File: config.mk
export PLATFORM = sky130hd
export DESIGN_NAME = mrie_exec
export DESIGN_NICKNAME = d
export VERILOG_FILES = /design/src/rtl/mrie_pkg.sv /design/src/rtl/mrie_decode.sv /design/src/rtl/mrie_exec.sv
export VERILOG_INCLUDE_DIRS = /design/src /design/src/rtl
export SDC_FILE = /design/constraint.sdc
export NUM_CORES = 1
export LEC_CHECK = 0
export BUFFER_PORTS_ARGS = -buffer_cell sky130_fd_sc_hd__buf_2
export CAP_MARGIN = 5
export CORE_UTILIZATION = 48
export DETAILED_ROUTE_END_ITERATION = 6
export PLACE_DENSITY = 0.91
export SETUP_SLACK_MARGIN = 0.05
export SLEW_MARGIN = 20
export SYNTH_ARGS = -nofsm -noshare
export SYNTH_HDL_FRONTEND = slang
export SYNTH_HIERARCHICAL = 1
export SYNTH_SLANG_ARGS = --single-unit
File: constraint.sdc
create_clock -name CLK -period 1.7 [get_ports CLK]
set_input_delay 0.425 -clock CLK [delete_from_list [all_inputs] [get_ports CLK]]
set_output_delay 0.425 -clock CLK [all_outputs]
set_load 0.01 [all_outputs]
File: src/rtl/mrie_defs.svh
`ifndef MRIE_DEFS_SVH
`define MRIE_DEFS_SVH

// Instruction word layout (14-bit core word)
`define MRIE_IW_W 14
`define MRIE_ADDR_W 7
`define MRIE_DATA_W 8
`define MRIE_PC_W 13
`define MRIE_DEST_BIT 7
`define MRIE_GIE_BIT 7

// Opcode patterns
`define MRIE_OP_MOVE_FILE_HI 6'h08
`define MRIE_OP_STORE_HI 7'h01
`define MRIE_OP_LIT_HI 4'hc
`define MRIE_OP_IRET 14'h0009
`define MRIE_OP_IDLE 14'h0000
`define MRIE_IDLE_MASK 14'h3f9f

// Reset values
`define MRIE_RESET_PC 13'h0000
`define MRIE_RESET_W 8'h00
`define MRIE_RESET_CTRL 8'h00

`endif

File: src/rtl/mrie_pkg.sv
package mrie_pkg;
    `include "mrie_defs.svh"
    typedef enum logic [2:0] {
        MRIE_OP_NONE  = 3'b000,
        MRIE_OP_MOVE_FILE_OP  = 3'b001,
        MRIE_OP_STORE = 3'b010,
        MRIE_OP_LIT   = 3'b011,
        MRIE_OP_IDLE  = 3'b100,
        MRIE_OP_IRET  = 3'b101
    } mrie_op_t;
    typedef enum logic [0:0] {
        MRIE_ST_RUN   = 1'b0,
        MRIE_ST_FLUSH = 1'b1
    } mrie_state_t;
endpackage

File: src/rtl/mrie_decode.sv
`timescale 1ns/1ps
`include "mrie_defs.svh"
module mrie_decode (
    input wire logic [`MRIE_IW_W-1:0] iw,
    output mrie_pkg::mrie_op_t op
);
    import mrie_pkg::*;
    wire is_move = iw[13:8] == `MRIE_OP_MOVE_FILE_HI;
    wire is_store = (iw[13:7] == `MRIE_OP_STORE_HI);
    wire is_lit = iw[13:10] == `MRIE_OP_LIT_HI;
    wire is_iret = iw == `MRIE_OP_IRET;
    wire is_idle = (iw & `MRIE_IDLE_MASK) == `MRIE_OP_IDLE;
    assign op = is_move ? MRIE_OP_MOVE_FILE_OP :
                is_store ? MRIE_OP_STORE :
                is_lit ? MRIE_OP_LIT :
                is_iret ? MRIE_OP_IRET :
                is_idle ? MRIE_OP_IDLE : MRIE_OP_NONE;
endmodule

File: src/rtl/mrie_exec.sv
`timescale 1ns/1ps
`include "mrie_defs.svh"
// Contract
// - Move-file takes FILE_RDATA while FILE_ADDR holds the previous taken instruction's 7-bit address, passes value unchanged.
// - Destination bit 0 sends value to accumulator, 1 writes back to file.
// - Move-file updates zero flag from moved value.
// - Store copies accumulator into addressed file register, flags untouched.
// - Load-literal puts 8-bit immediate into accumulator, flags untouched.
// - Interrupt return pops stack and loads stack top into program counter.
// - Interrupt return sets global enable bit 7 of interrupt control register.
// - Interrupt return takes two cycles, second cycle does nothing.
module mrie_exec (
    // Clock and reset
    input wire logic CLK,
    input wire logic RST,
    // Instruction
    input wire logic [`MRIE_IW_W-1:0] INSTR,
    input wire logic INSTR_VALID,
    // File register read port
    output logic [`MRIE_ADDR_W-1:0] FILE_ADDR,
    input wire logic [`MRIE_DATA_W-1:0] FILE_RDATA,
    // File register write port
    output logic FILE_WE,
    output logic [`MRIE_DATA_W-1:0] FILE_WDATA,
    // Hardware stack
    input wire logic [`MRIE_PC_W-1:0] STACK_TOP,
    output logic STACK_POP,
    // Architectural state
    output logic [`MRIE_DATA_W-1:0] ACCUM,
    output logic ZERO_FLAG,
    output logic [`MRIE_DATA_W-1:0] IRQ_CONTROL,
    output logic [`MRIE_PC_W-1:0] PC,
    output logic BUSY,
    output logic ILLEGAL
);
    import mrie_pkg::*;

    mrie_op_t op;
    mrie_state_t state_q, state_d;
    logic [`MRIE_DATA_W-1:0] w_q, w_d, ctrl_q, ctrl_d, fwd_q, fwd_d;
    logic [`MRIE_PC_W-1:0] pc_q, pc_d;
    logic z_q, z_d, fwe_q, fwe_d, pop_q, pop_d, ill_q, ill_d;
    logic [`MRIE_ADDR_W-1:0] fa_q;

    mrie_decode u_dec (
        .iw(INSTR),
        .op(op)
    );

    wire run = (state_q == MRIE_ST_RUN) && INSTR_VALID;
    wire [`MRIE_ADDR_W-1:0] op_addr = INSTR[`MRIE_ADDR_W-1:0];
    wire dest_file = INSTR[`MRIE_DEST_BIT];
    wire [`MRIE_DATA_W-1:0] literal = INSTR[`MRIE_DATA_W-1:0];
    wire [`MRIE_PC_W-1:0] pc_inc = pc_q + `MRIE_PC_W'(1);
    wire do_move = run && op == MRIE_OP_MOVE_FILE_OP;
    wire do_store = run && op == MRIE_OP_STORE;
    wire do_lit = run && op == MRIE_OP_LIT;
    wire do_iret = run && op == MRIE_OP_IRET;
    wire do_none = run && op == MRIE_OP_NONE;

    // Read address port is driven from the registered operand fa_q, one taken instruction behind INSTR
    assign FILE_ADDR = fa_q;

    always_comb begin
        state_d = state_q;
        w_d = w_q;
        z_d = z_q;
        ctrl_d = ctrl_q;
        pc_d = pc_q;
        fwe_d = 1'b0;
        fwd_d = fwd_q;
        pop_d = 1'b0;
        ill_d = 1'b0;
        case (state_q)
            MRIE_ST_RUN: begin
                if (run) begin
                    pc_d = pc_inc;
                end
                if (do_move) begin
                    z_d = (FILE_RDATA == `MRIE_DATA_W'(0));
                    if (dest_file) begin
                        fwe_d = 1'b1;
                        fwd_d = FILE_RDATA;
                    end else begin
                        w_d = FILE_RDATA;
                    end
                end
                if (do_store) begin
                    fwe_d = 1'b1;
                    fwd_d = w_q;
                end
                if (do_lit) begin
                    w_d = literal;
                end
                if (do_iret) begin
                    pc_d = STACK_TOP;
                    pop_d = 1'b1;
                    ctrl_d[`MRIE_GIE_BIT] = 1'b1;
                    state_d = MRIE_ST_FLUSH;
                end
                if (do_none) begin
                    ill_d = 1'b1;
                end
            end
            MRIE_ST_FLUSH: begin
                state_d = MRIE_ST_RUN;
            end
            default: begin
                state_d = MRIE_ST_RUN;
            end
        endcase
    end

    always_ff @(posedge CLK or posedge RST) begin
        if (RST) begin
            state_q <= MRIE_ST_RUN;
            w_q <= `MRIE_RESET_W;
            z_q <= 1'b0;
            ctrl_q <= `MRIE_RESET_CTRL;
            pc_q <= `MRIE_RESET_PC;
            fwe_q <= 1'b0;
            fwd_q <= `MRIE_RESET_W;
            pop_q <= 1'b0;
            ill_q <= 1'b0;
        end else begin
            state_q <= state_d;
            w_q <= w_d;
            z_q <= z_d;
            ctrl_q <= ctrl_d;
            pc_q <= pc_d;
            fwe_q <= fwe_d;
            fwd_q <= fwd_d;
            pop_q <= pop_d;
            ill_q <= ill_d;
        end
    end

    // Write address captured with the write so it lines up with FILE_WE
    always_ff @(posedge CLK or posedge RST) begin
        if (RST) begin
            fa_q <= '0;
        end else if (run) begin
            fa_q <= op_addr;
        end
    end

    assign FILE_WE = fwe_q;
    assign FILE_WDATA = fwd_q;
    assign STACK_POP = pop_q;
    assign ACCUM = w_q;
    assign ZERO_FLAG = z_q;
    assign IRQ_CONTROL = ctrl_q;
    assign PC = pc_q;
    assign BUSY = state_q == MRIE_ST_FLUSH;
    assign ILLEGAL = ill_q;
endmodule

# ---- After elaboration in Yosys (flattened, before gate mapping)
# Cells that the tools add are included.
dict set report word_totals {
  ff_bits 42
  inputBits 38
  output_inout_bits 49
  word_cells 61
}
dict set report classes {
  n_reduce_logical 18
  n_eq_ne 9
  mux 22
  bitwise 1
  n_addsub 1
}
# op n
set ops {}
lappend ops {{2-to-1 mux 8 bit} 6}
lappend ops {{2-to-1 mux 13 bit} 2}
lappend ops {{2-to-1 mux 3 bit} 5}
lappend ops {{== test 14 x 4 -> 1 bit, second input constant} 1}
lappend ops {{zero test 14 bit} 1}
lappend ops {{adder 13 x 1 -> 13 bit, second input constant} 1}
lappend ops {{zero test 8 bit} 1}
lappend ops {{2-to-1 mux 1 bit} 8}
lappend ops {{nonzero test 2 bit} 4}
lappend ops {{== test 7 x 1 -> 1 bit, second input constant} 1}
lappend ops {{== test 3 x 2 -> 1 bit, second input constant} 2}
lappend ops {{== test 6 x 4 -> 1 bit, second input constant} 1}
lappend ops {{logical AND 1 bit} 6}
lappend ops {{AND reduction 2 bit} 3}
lappend ops {{AND reduction 3 bit} 2}
lappend ops {{== test 4 bit, second input constant} 1}
lappend ops {{== test 3 x 1 -> 1 bit, second input constant} 1}
lappend ops {{== test 3 bit, second input constant} 1}
lappend ops {{zero test 3 bit} 1}
lappend ops {{!= test 2 x 1 -> 1 bit, second input constant} 1}
lappend ops {{case mux 1 bit (2 select lines)} 1}
lappend ops {{inverter 1 bit} 1}

# ---- Longest topological paths before layout
# Gate-level depths: netlist (run 1).
dict set report logic_depth {
  ltp_word 11
  ltp_mapped 8
  depth_no_buf 7
}

# ---- Cells and area by module
# Netlist (run 1), hierarchy kept.
# mod cells_each n_inst seq_area_each_um2 area_each_um2
set by_module_without_submodules {}
lappend by_module_without_submodules {mrie_exec 223 1 1026.0 2105.8}
lappend by_module_without_submodules {mrie_decode 12 1 0.0 93.8}

# ---- Worst setup path after synthesis (run 1)
# OpenSTA, ideal clock, no wires.
dict set report synth_timing {
  path_type {input port to flip-flop}
  startpoint {in INSTR[13]}
  endpoint {reg fwd_q[0] (netlist: FILE_WDATA[0])}
  n_path_buf 1
  arrival_ns 1.985
  setup_time_ns 0.123
  slack_ns -0.408
  required_time_ns 1.577
  path_stages 8
  cell_sequence {nor4_4 -> a22oi_1 -> nor3_1 -> nand2b_1 -> or3_1 -> buf_6 -> mux2i_1 -> a21oi_1}
}
dict set report synth_via {
  elab_cells_between_ends 18
  cone_classes {eq/ne (6); mux (6); reduce/logical (6)}
}
# element line_no
set synth_rtl {}
lappend synth_rtl {{from (decl)} mrie_exec.sv:17} ;# input wire logic [`MRIE_IW_W-1:0] INSTR,
lappend synth_rtl {{== test 14 x 4 -> 1 bit (no line)} -}
lappend synth_rtl {{2-to-1 mux 3 bit} mrie_decode.sv:16} ;# is_iret ? MRIE_OP_IRET :
lappend synth_rtl {{2-to-1 mux 3 bit} mrie_decode.sv:15} ;# is_lit ? MRIE_OP_LIT :
lappend synth_rtl {{2-to-1 mux 3 bit} mrie_decode.sv:14} ;# is_store ? MRIE_OP_STORE :
lappend synth_rtl {{2-to-1 mux 3 bit (*)} mrie_decode.sv:13} ;# assign op = is_move ? MRIE_OP_MOVE_FILE_OP :
lappend synth_rtl {{net op[1]} mrie_exec.sv:38} ;# mrie_op_t op;
lappend synth_rtl {{== test 3 x 1 -> 1 bit or == test 3 x 2 -> 1 bit (tied branches)} {mrie_exec.sv:55, mrie_exec.sv:56}}
lappend synth_rtl {{logical AND 1 bit, on equally long branches} {mrie_exec.sv:55, mrie_exec.sv:56}}
lappend synth_rtl {{nonzero test 2 bit (no line)} -}
lappend synth_rtl {{AND reduction 3 bit (no line)} -}
lappend synth_rtl {{to (signal assigned)} mrie_exec.sv:122} ;# fwd_q <= `MRIE_RESET_W;
lappend synth_rtl {{to (signal assigned)} mrie_exec.sv:132} ;# fwd_q <= fwd_d;
lappend synth_rtl {{to (decl)} mrie_exec.sv:40} ;# logic [`MRIE_DATA_W-1:0] w_q, w_d, ctrl_q, ctrl_d, fwd_q, fwd_d;
# Mark *: on every way through the listed nets, which the timed path passes. The rest lies on a longest branch.
# A chain may end at the register's enable or synchronous reset.

# ---- Final worst setup path (run 1)
dict set report layout_timing {
  startpoint {in INSTR[7]}
  endpoint {reg fwd_q[1] (netlist: FILE_WDATA[1])}
}
dict set report layout_via {
  elab_cells_between_ends 16
  cone_classes {eq/ne (4); mux (6); reduce/logical (6)}
}
# element line_no
set layout_rtl {}
lappend layout_rtl {{== test 14 x 4 -> 1 bit (no line)} -}
lappend layout_rtl {{2-to-1 mux 3 bit} mrie_decode.sv:16}
lappend layout_rtl {{2-to-1 mux 3 bit} mrie_decode.sv:15}
lappend layout_rtl {{2-to-1 mux 3 bit (*)} mrie_decode.sv:14}
lappend layout_rtl {{2-to-1 mux 3 bit (*)} mrie_decode.sv:13}
lappend layout_rtl {{net op[1]} mrie_exec.sv:38}
lappend layout_rtl {{== test 3 x 1 -> 1 bit or == test 3 x 2 -> 1 bit (tied branches)} {mrie_exec.sv:55, mrie_exec.sv:56}}
lappend layout_rtl {{logical AND 1 bit, on equally long branches} {mrie_exec.sv:55, mrie_exec.sv:56}}
lappend layout_rtl {{nonzero test 2 bit (no line)} -}
lappend layout_rtl {{AND reduction 3 bit (no line)} -}
# Marked as above.

==> load_flow_metrics.sql, run 1 <==
INSERT INTO impl_metrics (metric_group, metric, value, unit) VALUES
('placed_design', 'dpl_worst_slack', '-658', 'ps'),
('final_layout', 'layout.cells.most_common', 'buf_2', ''),
('timing', 'final.setup.tns', '-7100', 'ps'),
('timing', 'post-route-period-util', '121', '%'),
('final_layout', 'postLayoutCoreUtil', '75.9', '%'),
('timing', 'tightestPinTransition', '525', 'ps'),
('global_route', 'grt_overflow', '0', ''),
('clock_tree', 'cts-buffers-inserted', '5', ''),
('clock_tree', 'cts.sinks', '41', ''),
('power_and_ir_drop', 'p_switching', '1.16', 'mW'),
('job', 'cap_viol_max_count', '0', ''),
('timing', 'fin_crit', '2070', 'ps'),
('logic_synthesis', 'synth_async_sr_flop_share', '100', '%'),
('clock_tree', 'clock-root-buffer', 'clkbuf_8', ''),
('outcome', 'run_status', 'finished with violations', ''),
('final_layout', 'antenna_cells', '0', ''),
('clock_tree', 'cts_buffer_depth', '2', ''),
('routing', 'totalWireLength', '7790', 'um'),
('worst_setup_path', 'critical-path-max-stage-delay', '270', 'ps'),
('clock_tree', 'htree_num_levels', '2', ''),
('timing', 'maxSlewHeadroom', '65.0', '%'),
('clock_tree', 'cts.clk_slew.worst_paths', '80', 'ps'),
('worst_setup_path', 'worst-endpoint-required', '1930', 'ps'),
('logic_synthesis', 'synthesis.instances', '235', ''),
('die', 'top_level_ports', '87', ''),
('final_layout', 'mostFrequentLayoutCells', '76 x buf_2, 41 x dfrtp_1, 34 x nand2_1, 34 x buf_4, 19 x a21oi_1', ''),
('timing', 'grt_setup_unrepaired', 'yes', ''),
('global_route', 'grt_max_degree', '42', ''),
('global_route', 'first_global_vias', '2185', ''),
('worst_setup_path', 'critical_path.slowest_cell', 'a22oi_2', ''),
('routing', 'drt-vias-per-instance', '6.11', ''),
('final_layout', 'final.fill_count', '278', ''),
('logic_synthesis', 'mappedNetlistArea', '0.00220', 'mm2'),
('routing', 'postRouteAntennaNets', '0', ''),
('die', 'initial_utilization', '50.2', '%'),
('clock_tree', 'insertion_delay', '300', 'ps'),
('logic_synthesis', 'synth-seq-cells', '41', ''),
('worst_hold_path', 'worstHoldPathType', 'in -> async', ''),
('logic_synthesis', 'post_synthesis_sequential_area_ratio', '46.6', '%'),
('timing', 'report.final.slew_viol_count', '0', ''),
('power_and_ir_drop', 'power_frac_clock', '20.6', '%'),
('power_and_ir_drop', 'power.ir.vdd_worst', '0.000666', 'V'),
('die', 'die_x', '69.7', 'um'),
('power_and_ir_drop', 'power_report.internal_total', '1.94', 'mW'),
('routing', 'wl_per_cell', '19.2', 'um'),
('routing', 'route.vias.total', '2481', ''),
('worst_setup_path', 'setup.worst_path.end_class', 'flip-flop', ''),
('logic_synthesis', 'post_synth_edffs', '0', ''),
('routing', 'number_of_iterations_in_the_first_detailed_routing_pass', '5', ''),
('logic_synthesis', 'ys_flop_type', 'dfrtp_1', ''),
('power_and_ir_drop', 'power.share.combinational', '34.7', '%'),
('routing', 'dr.first_iter.drc_count', '326', ''),
('die', 'row_count', '24', ''),
('logic_synthesis', 'synthesis.area_per_instance', '9.36', 'um2'),
('outcome', 'violated_checks', 'negative setup slack', ''),
('power_and_ir_drop', 'power.leakage', '1.59', 'nW'),
('die', 'core_region_area', '0.00438', 'mm2'),
('worst_setup_path', 'timing.setup.critical_path_class', 'in -> reg', ''),
('power_and_ir_drop', 'switching_share_of_total_power', '37.5', '%'),
('worst_setup_path', 'crit_path_max_fanout', '5', ''),
('worst_setup_path', 'startpoint_type', 'input port', ''),
('placed_design', 'gpl.final_weighted_congestion', '0.893', ''),
('global_route', 'number_of_antenna_violations_at_the_first_check_in_global_routing', '1', ''),
('timing', 'skew', '7.69', 'ps'),
('power_and_ir_drop', 'cellPowerDensity', '932', 'mW/mm2'),
('placed_design', 'hpwl', '4340', 'um'),
('final_layout', 'synthToLayoutAreaGrowth', '51.3', '%'),
('timing', 'setup_slack', '-365', 'ps'),
('global_route', 'grt_util_all_layers', '28.1', '%'),
('routing', 'drt_drc_violations_left', '0', ''),
('timing', 'finalSetupViolations', '32', '');
==> worst paths after layout <==
path,startpoint,slack (ps),cells past startpoint,end
min reg2reg,FILE_ADDR[4]$_DFFE_PP0P_,480,2,FILE_ADDR[4]$_DFFE_PP0P_
min,RST,240,3,ZERO_FLAG$_DFFE_PP0P_
max in group asynchronous,RST,1080,3,PC[7]$_DFFE_PP0P_
min in group CLK,STACK_TOP[0],380,3,PC[0]$_DFFE_PP0P_
max reg2reg,PC[1]$_DFFE_PP0P_,-80,5,PC[12]$_DFFE_PP0P_
max,INSTR[7],-370,12,FILE_WDATA[1]$_DFFE_PP0P_
==> state kept, by name (all words and copies together) (netlist names) <==
signal,cells
IRQ_CONTROL,1
ILLEGAL,1
STACK_POP,1
FILE_WDATA,8
PC,13
FILE_ADDR,7
ACCUM,8
ZERO_FLAG,1
FILE_WE,1
==> metal layers <==
layer	track usage [%]	up-vias	routed length [um]
li1	-	1065	-
met1	35.5	1174	2910
met2	44.8	188	3670
met3	5.96	52	729
met4	16.0	2	469
met5	0	-	13
==> final cells by class <==
class / instances / area [um2] / share of cell area (%)
multi-input combinational: 177 / 1290 / 38.9
sequential: 41 / 1030 / 30.8
timing repair buffer: 125 / 848 / 25.5
clock buffer: 6 / 72.6 / 2.18
tap: 52 / 65.1 / 1.96
inverter: 3 / 11.3 / 0.338
clock inverter: 2 / 10.0 / 0.301
==> critical path, delay by kind of cell <==
kind,cells,cell delay (ps)
buffers and inverters,6,910
AO/OA/AOI/OAI,3,640
AND/OR/NAND/NOR,3,340
==> logic make-up after synthesis <==
group                    share of synthesized area (%)
adder cells (fa/ha/maj)                          0.569
buffers and inverters                             7.11
AND/OR/NAND/NOR                                   21.4
flip-flops                                        46.6
AO/OA/AOI/OAI                                     17.2
multiplexers                                      6.83
other                                            0.170
==> through the flow <==
step	hold slack [ps]	std cells	total power, mW	cell area, um2
after floorplan	512	241	1.86	2300
after global placement	452	380	2.25	2850
after detailed placement	460	380	2.29	2850
after CTS	268	400	2.95	3150
after global routing	294	406	3.25	3330
final	240	406	3.10	3330
==> synth_stat cells, drive strengths merged (2+ instances only) <==
library cell / instances / area [um2]
nand2b: 2 / 20.0
a31oi: 3 / 18.8
o22a: 3 / 26.3
o22ai: 3 / 18.8
a21oi: 23 / 115
and4: 2 / 17.5
inv: 3 / 11.3
or3: 3 / 18.8
a2bb2oi: 2 / 17.5
nand4: 2 / 12.5
clkbuf: 4 / 15.0
buf: 18 / 130
nor4: 7 / 58.8
a211oi: 2 / 27.5
nor2: 16 / 60.1
mux2i: 15 / 150
o2bb2ai: 2 / 17.5
nand3: 8 / 45.0
o21ai: 16 / 80.1
nor2b: 2 / 12.5
nor3: 2 / 15.0
dfrtp: 41 / 1030
nand2: 39 / 146
nand3b: 3 / 22.5
==> power groups by stage <==
stage               Clock (mW)  Sequential [mW]  Combinational [mW]
floorplan                    0             1.45               0.405
finish                   0.638             1.39                1.07
global route             0.688             1.41                1.15
global placement             0             1.36               0.885
detailed placement           0             1.37               0.923
CTS                      0.624             1.36               0.971
==> repair_timing <==
item | CTS | global route
gates resized for setup | 29 | 33
setup endpoints to repair | 33 | 33
pin swaps | 13 | 15
setup buffers | 10 | 5
cloned | 2 | 2
hold buffers | 0 | 0
(Power assumes the default switching activity.)
==> inputs of run 2 (changes only) <==
--- a/config.mk
+++ b/config.mk
@@ -8,6 +8,7 @@
 export LEC_CHECK = 0
 export BUFFER_PORTS_ARGS = -buffer_cell sky130_fd_sc_hd__buf_2
 export CAP_MARGIN = 5
+export CORE_MARGIN = 3
 export CORE_UTILIZATION = 48
 export DETAILED_ROUTE_END_ITERATION = 6
 export PLACE_DENSITY = 0.91
==> run 2 against run 1 <==
  * The run still ends with negative setup slack left
  * Final cell count shrank 0.74%
  * Routed wire length increased by 13%
  * Sequential power about the same
  * Maximum frequency down 1.9%
==> load_flow_metrics.sql, run 2 (synthesis gave the netlist of run 1 again) <==
INSERT INTO impl_metrics (metric_group, metric, value, unit) VALUES
('power_and_ir_drop', 'cellPowerDensity', '980', 'mW/mm2'),
('routing', 'drt_drc_violations_left', '0', ''),
('clock_tree', 'cts_buffer_depth', '2', ''),
('global_route', 'number_of_antenna_violations_at_the_first_check_in_global_routing', '0', ''),
('die', 'fp.dieH', '73.7', 'um'),
('power_and_ir_drop', 'power.ir.vdd_worst', '0.000628', 'V'),
('global_route', 'first_global_vias', '2430', ''),
('worst_setup_path', 'setup.worst_path.end_class', 'flip-flop', ''),
('global_route', 'grt_max_degree', '42', ''),
('placed_design', 'numPortBuffers', '79', ''),
('worst_setup_path', 'critical_path.slowest_cell', 'nor4_4', ''),
('global_route', 'wire_length_of_the_first_global_routing_pass', '12500', 'um'),
('timing', 'report.final.slew_viol_count', '0', ''),
('die', 'core_region_area', '0.00420', 'mm2'),
('placed_design', 'hpwl', '4600', 'um'),
('placed_design', 'placed_cells_incl_taps', '381', ''),
('timing', 'grt_setup_unrepaired', 'yes', ''),
('clock_tree', 'cts_tree', 'done', ''),
('worst_setup_path', 'cpLargestDelayFamily', 'simple AND/OR/NAND/NOR gates', ''),
('global_route', 'grt_util_all_layers', '30.8', '%'),
('outcome', 'violated_checks', 'negative setup slack', ''),
('clock_tree', 'cts.sinks', '41', ''),
('final_layout', 'finish.net_count', '392', ''),
('routing', 'postRouteAntennaNets', '0', ''),
('final_layout', 'synthToLayoutAreaGrowth', '54.3', '%'),
('timing', 'final_hold_violating_endpoints', '0', ''),
('timing', 'post-route-period-util', '124', '%'),
('die', 'die_area', '0.00543', 'mm2'),
('timing', 'skew', '10.3', 'ps'),
('clock_tree', 'insertion_delay', '300', 'ps'),
('clock_tree', 'cts-buffers-inserted', '5', ''),
('die', 'top_level_ports', '87', ''),
('timing', 'tightestPinTransition', '517', 'ps'),
('final_layout', 'final.fill_count', '217', ''),
('worst_setup_path', 'critical_path_buf_inv_count', '2', ''),
('die', 'initial_utilization', '52.4', '%'),
('final_layout', 'layout.cells.most_common', 'buf_2', ''),
('worst_hold_path', 'worstHoldPathType', 'in -> async', ''),
('routing', 'drt-vias-per-instance', '6.43', ''),
('worst_setup_path', 'worst-endpoint-required', '1880', 'ps'),
('timing', 'setup_slack', '-406', 'ps'),
('final_layout', 'instances_no_fill', '403', ''),
('routing', 'wl_per_cell', '21.8', 'um'),
('clock_tree', 'clock-root-buffer', 'clkbuf_8', ''),
('worst_setup_path', 'worstPathCellList', 'buf_2 > nor4_4 > o211ai_1 > nor3_2 > nand3b_1 > buf_12 > o22a_1 > o22a_1', ''),
('clock_tree', 'htree_num_levels', '2', ''),
('worst_setup_path', 'critical-path-max-stage-delay', '370', 'ps'),
('die', 'die_x', '73.7', 'um'),
('worst_setup_path', 'timing.setup.critical_path_class', 'in -> reg', ''),
('power_and_ir_drop', 'power.leakage', '1.60', 'nW'),
('worst_setup_path', 'timing.critical_path.arrival', '2280', 'ps'),
('timing', 'final.setup.tns', '-8290', 'ps'),
('routing', 'dr.first_iter.drc_count', '408', ''),
('routing', 'number_of_iterations_in_the_first_detailed_routing_pass', '6', ''),
('outcome', 'run_status', 'finished with violations', ''),
('timing', 'maxSlewHeadroom', '65.6', '%'),
('final_layout', 'drive_gt1_share', '52.1', '%'),
('final_layout', 'mostFrequentLayoutCells', '74 x buf_2, 41 x dfrtp_1, 36 x buf_4', ''),
('final_layout', 'antenna_cells', '0', ''),
('timing', 'fmax', '0.475', 'GHz'),
('worst_setup_path', 'crit_path_max_fanout', '23', ''),
('timing', 'finalSetupViolations', '32', ''),
('die', 'row_count', '23', ''),
('job', 'cap_viol_max_count', '0', ''),
('placed_design', 'gpl.final_weighted_congestion', '0.894', ''),
('clock_tree', 'cts.clk_slew.worst_paths', '90', 'ps'),
('routing', 'totalWireLength', '8800', 'um'),
('final_layout', 'largest_register_ff_count', '13', ''),
('worst_setup_path', 'startpoint_type', 'input port', ''),
('worst_setup_path', 'critical-path-top-cell-by-count', 'o22a_1', ''),
('routing', 'route.vias.total', '2591', ''),
('global_route', 'grt_overflow', '0', ''),
('timing', 'fin_crit', '2110', 'ps');
-- run 2: cell count changes in the layout (fill, tap and decap cells not counted), sizes merged --
cell / previous run / this run
clkbuf: 7 / 5
buf: 124 / 125
bufinv: 0 / 1
clkinv: 2 / 1
-- run 2: timing repair --
action / in CTS / in global routing
gates resized for setup: 48 / 28
endpoints found under the setup margin: 33 / 34
setup buffers: 10 / 4
endpoints found under the hold margin: 0 / 0
gates cloned: 2 / 0
pin swaps: 17 / 23
hold buffers: 0 / 0
-- run 2: where the power goes --
| group | total (mW) | switching (mW) | leakage [nW] | internal, mW |
|---|---|---|---|---|
| Combinational | 1.16 | 0.662 | 1.06 | 0.495 |
| Clock | 0.777 | 0.350 | 0.0540 | 0.427 |
| Sequential | 1.39 | 0.209 | 0.496 | 1.18 |
| Total | 3.32 | 1.22 | 1.60 | 2.10 |
-- run 2: worst reg2reg max path, cell delays in order, from the launching register on --
cell	delay, ps
dfrtp_1	500
nand4_1	240
or3_1	430
a21oi_1	260
o22a_1	230
-- run 2: metal layers --
metal  wire length, um  up-vias  track usage, %
met5                 0        -               0
met2              4210      218            49.9
met3               733       75            6.98
met1              3200     1228            37.2
met4               656        0            18.5
li1                  -     1070               -
-- run 2: layout make-up --
cell class / count / area (um2) / area share [%]
multi-input cells: 177 / 1350 / 39.7
well taps: 50 / 62.6 / 1.84
clock inverters: 2 / 35.0 / 1.03
clock buffers: 5 / 68.8 / 2.03
inverters: 3 / 11.3 / 0.332
repair buffers: 125 / 843 / 24.9
flip-flops and latches: 41 / 1030 / 30.2
-- run 2: through the flow --
| stage | instance area [um2] | hold WS [ps] | worst slack (ps) | power [mW] | utilization [%] |
|---|---|---|---|---|---|
| 3_5_place_dp | 2870 | 466 | -697 | 2.32 | 68.2 |
| 2_1_floorplan | 2300 | 512 | -319 | 1.86 | - |
| 5_1_grt | 3390 | 290 | -413 | 3.44 | 80.8 |
| 3_3_place_gp | 2870 | 453 | -529 | 2.28 | 68.2 |
| 6_report | 3390 | 246 | -406 | 3.32 | 80.8 |
| 4_1_cts | 3260 | 264 | -167 | 3.15 | 77.5 |
-- run 2: path summary, 6_finish.rpt --
check                                           start                         end  slack, ps  depth (start not counted)
setup / recovery                             INSTR[1]          PC[12]$_DFFE_PP0P_       -410                          8
hold / removal                                    RST        ACCUM[1]$_DFFE_PP0P_        250                          3
setup reg to reg                    PC[6]$_DFFE_PP0P_          PC[12]$_DFFE_PP0P_        -40                          4
hold reg to reg            IRQ_CONTROL[7]$_DFFE_PP0P_  IRQ_CONTROL[7]$_DFFE_PP0P_        490                          1
max in group asynchronous                         RST          PC[11]$_DFFE_PP0P_       1090                          3
min in group CLK                         STACK_TOP[0]           PC[0]$_DFFE_PP0P_        380                          3
==> inputs of run 3 (changes only) <==
--- a/config.mk
+++ b/config.mk
@@ -9,9 +9,10 @@
 export BUFFER_PORTS_ARGS = -buffer_cell sky130_fd_sc_hd__buf_2
 export CAP_MARGIN = 5
 export CORE_MARGIN = 3
-export CORE_UTILIZATION = 48
+export CORE_UTILIZATION = 50
+export CTS_BUF_LIST = sky130_fd_sc_hd__clkbuf_4
 export DETAILED_ROUTE_END_ITERATION = 6
-export PLACE_DENSITY = 0.91
+export PLACE_DENSITY = 0.94
 export SETUP_SLACK_MARGIN = 0.05
 export SLEW_MARGIN = 20
 export SYNTH_ARGS = -nofsm -noshare
==> run 3 against run 2 <==
  * The flow still finishes with violations (negative setup slack)
  * Utilization increased by 1.8 points
  * First-iteration DRC count increased by 10%
  * Clock power decreased by 14%
  * Clock skew increased by 6.7 ps
  * Setup slack improved by 17 ps
  * Final cell count increased by 1.2%
  * Largest cell class unchanged
==> load_flow_metrics.sql, run 3 (synthesis gave the netlist of run 1 again) <==
INSERT INTO impl_metrics (metric_group, metric, value, unit) VALUES
('worst_setup_path', 'critical_path.slowest_cell', 'nor4_4', ''),
('timing', 'finalSetupViolations', '33', ''),
('timing', 'final_hold_violating_endpoints', '0', ''),
('die', 'die_x', '72.3', 'um'),
('worst_setup_path', 'critical-path-top-cell-by-count', 'o22a_1', ''),
('clock_tree', 'cts_buffer_depth', '2', ''),
('worst_hold_path', 'worstHoldPathType', 'in -> async', ''),
('global_route', 'grt_util_all_layers', '31.5', '%'),
('clock_tree', 'cts_tree', 'done', ''),
('final_layout', 'drive_gt1_share', '53.1', '%'),
('worst_setup_path', 'critical-path-max-stage-delay', '390', 'ps'),
('final_layout', 'sequential_cell_area', '0.00103', 'mm2'),
('die', 'fp.dieH', '72.3', 'um'),
('final_layout', 'layout.cells.most_common', 'buf_2', ''),
('clock_tree', 'cts.sinks', '41', ''),
('worst_setup_path', 'crit_path_max_fanout', '5', ''),
('routing', 'number_of_iterations_in_the_first_detailed_routing_pass', '6', ''),
('routing', 'drt_drc_violations_left', '0', ''),
('die', 'top_level_ports', '87', ''),
('worst_setup_path', 'timing.setup.critical_path_class', 'in -> reg', ''),
('worst_setup_path', 'timing.critical_path.arrival', '2350', 'ps'),
('clock_tree', 'cts_hold_repair.buffers', '0', ''),
('power_and_ir_drop', 'power.leakage', '1.61', 'nW'),
('final_layout', 'final.fill_count', '218', ''),
('placed_design', 'hpwl', '4810', 'um'),
('power_and_ir_drop', 'sequential_power_share', '43.5', '%'),
('power_and_ir_drop', 'power_frac_clock', '20.8', '%'),
('power_and_ir_drop', 'power_report.internal_total', '1.98', 'mW'),
('global_route', 'grt_max_degree', '42', ''),
('timing', 'report.final.slew_viol_count', '0', ''),
('worst_setup_path', 'worst-endpoint-required', '1960', 'ps'),
('worst_setup_path', 'critical_path_buf_inv_count', '2', ''),
('final_layout', 'largest_register_ff_count', '13', ''),
('worst_setup_path', 'cpLargestDelayFamily', 'simple AND/OR/NAND/NOR gates', ''),
('global_route', 'number_of_antenna_violations_at_the_first_check_in_global_routing', '1', ''),
('clock_tree', 'htree_num_levels', '2', ''),
('outcome', 'violated_checks', 'negative setup slack', ''),
('timing', 'skew', '17.1', 'ps'),
('routing', 'dr.first_iter.drc_count', '449', ''),
('timing', 'fin_crit', '2090', 'ps'),
('final_layout', 'antenna_cells', '0', ''),
('outcome', 'run_status', 'finished with violations', ''),
('timing', 'finalHoldWorstSlack', '157', 'ps'),
('final_layout', 'instances_no_fill', '408', ''),
('die', 'initial_utilization', '53.5', '%'),
('timing', 'maxSlewHeadroom', '65.3', '%'),
('die', 'row_count', '23', ''),
('power_and_ir_drop', 'switching_share_of_total_power', '38.5', '%'),
('power_and_ir_drop', 'power.ir.vdd_worst', '0.000562', 'V'),
('routing', 'route.vias.total', '2672', ''),
('clock_tree', 'cts.clk_slew.worst_paths', '140', 'ps'),
('timing', 'post-route-period-util', '123', '%'),
('timing', 'fmax', '0.479', 'GHz'),
('clock_tree', 'cts-buffers-inserted', '5', ''),
('final_layout', 'synthToLayoutAreaGrowth', '54.5', '%'),
('worst_setup_path', 'startpoint_type', 'input port', ''),
('global_route', 'wire_length_of_the_first_global_routing_pass', '12600', 'um'),
('placed_design', 'gpl.final_weighted_congestion', '0.925', ''),
('routing', 'wl_per_cell', '22.9', 'um'),
('clock_tree', 'insertion_delay', '370', 'ps'),
('placed_design', 'dpl_cell_area', '0.00285', 'mm2'),
('final_layout', 'mostFrequentLayoutCells', '78 x buf_2, 41 x dfrtp_1, 36 x nand2_1', ''),
('global_route', 'first_global_vias', '2480', ''),
('final_layout', 'finish.net_count', '396', ''),
('timing', 'setup_slack', '-389', 'ps'),
('final_layout', 'finalInstanceArea', '0.00340', 'mm2'),
('die', 'die_area', '0.00523', 'mm2'),
('power_and_ir_drop', 'fin_total_pwr', '3.21', 'mW'),
('power_and_ir_drop', 'p_switching', '1.23', 'mW'),
('placed_design', 'placed_cells_incl_taps', '381', ''),
('job', 'cap_viol_max_count', '0', ''),
('timing', 'tightestPinTransition', '521', 'ps'),
('worst_setup_path', 'setup.worst_path.end_class', 'flip-flop', ''),
('final_layout', 'area_of_the_multi_input_gates', '0.00132', 'mm2'),
('routing', 'totalWireLength', '9330', 'um'),
('placed_design', 'numPortBuffers', '79', ''),
('power_and_ir_drop', 'cellPowerDensity', '944', 'mW/mm2'),
('timing', 'grt_setup_unrepaired', 'yes', ''),
('global_route', 'grt_overflow', '0', ''),
('power_and_ir_drop', 'power.share.combinational', '35.7', '%'),
('final_layout', 'postLayoutCoreUtil', '82.6', '%'),
('clock_tree', 'clock-root-buffer', 'clkbuf_4', ''),
('routing', 'postRouteAntennaNets', '0', ''),
('routing', 'drt-vias-per-instance', '6.55', ''),
('die', 'core_region_area', '0.00412', 'mm2'),
('worst_setup_path', 'worstPathCellList', 'buf_2 > nor4_4 > o211ai_1 > nor3_2 > nand3b_1 > buf_6 > o22a_1 > o22a_1', '');
==> run 3: cell types whose count changed in the layout (fill, tap and decap cells not counted), moves of 3 or more <==
cell / previous run / this run
buf_2: 74 / 78
clkbuf_8: 5 / 0
o22ai_1: 3 / 0
o21ai_0: 1 / 4
a21oi_1: 16 / 12
clkbuf_4: 0 / 6
a21oi_2: 7 / 11
o22ai_2: 0 / 3
==> run 3: per-layer routing <==
metal | part of all wire (%) | up-vias | global-route usage (%)
met4 | 6.7 | 2 | 16.5
met3 | 11 | 77 | 7.06
li1 | - | 1077 | -
met2 | 47 | 239 | 52.6
met5 | 0.14 | - | 0
met1 | 34 | 1277 | 37.9
==> run 3: path summary, 6_finish.rpt <==
check,start,to,slack [ps],cells past startpoint
min in group CLK,STACK_TOP[0],PC[0]$_DFFE_PP0P_,350,3
worst min register to register,FILE_ADDR[3]$_DFFE_PP0P_,FILE_ADDR[3]$_DFFE_PP0P_,510,2
max in group asynchronous,RST,FILE_WDATA[2]$_DFFE_PP0P_,1180,3
worst min-delay path,RST,PC[12]$_DFFE_PP0P_,160,3
worst max-delay path,INSTR[1],PC[12]$_DFFE_PP0P_,-390,8
worst max register to register,PC[5]$_DFFE_PP0P_,PC[12]$_DFFE_PP0P_,-150,4
==> run 3: metrics by stage <==
step | setup TNS (ps) | setup WS, ps
6_report | -7440 | -389
5_1_grt | -8500 | -421
2_1_floorplan | -8080 | -319
3_5_place_dp | -15610 | -569
3_3_place_gp | -12690 | -500
4_1_cts | -1440 | -127
==> run 3: cell type report <==
cell class	instances	area share [%]
multi-input combinational	176	38.8
sequential	41	30.2
timing repair buffer	130	26.5
tap	50	1.84
clock buffer	6	1.33
clock inverter	2	0.994
inverter	3	0.331
==> run 3: power groups by stage <==
stage	sequential (mW)	combinational (mW)	clock (mW)
after floorplan	1.45	0.405	0
after global placement	1.36	0.899	0
after detailed placement	1.37	0.948	0
after CTS	1.36	1.01	0.640
after global routing	1.40	1.20	0.724
final	1.40	1.15	0.666
==> run 3: repair_timing <==
item | CTS | global route
buffers inserted | 6 | 9
pin swaps | 24 | 9
resized for setup | 46 | 25
setup endpoints to repair | 31 | 33
cloned | 2 | 2
==> run 3: worst reg2reg max path: stages, from the launching register on <==
cell     delay, ps
dfrtp_1        510
nand4_1        340
or3_1          490
o22a_1         200
o22a_1         210
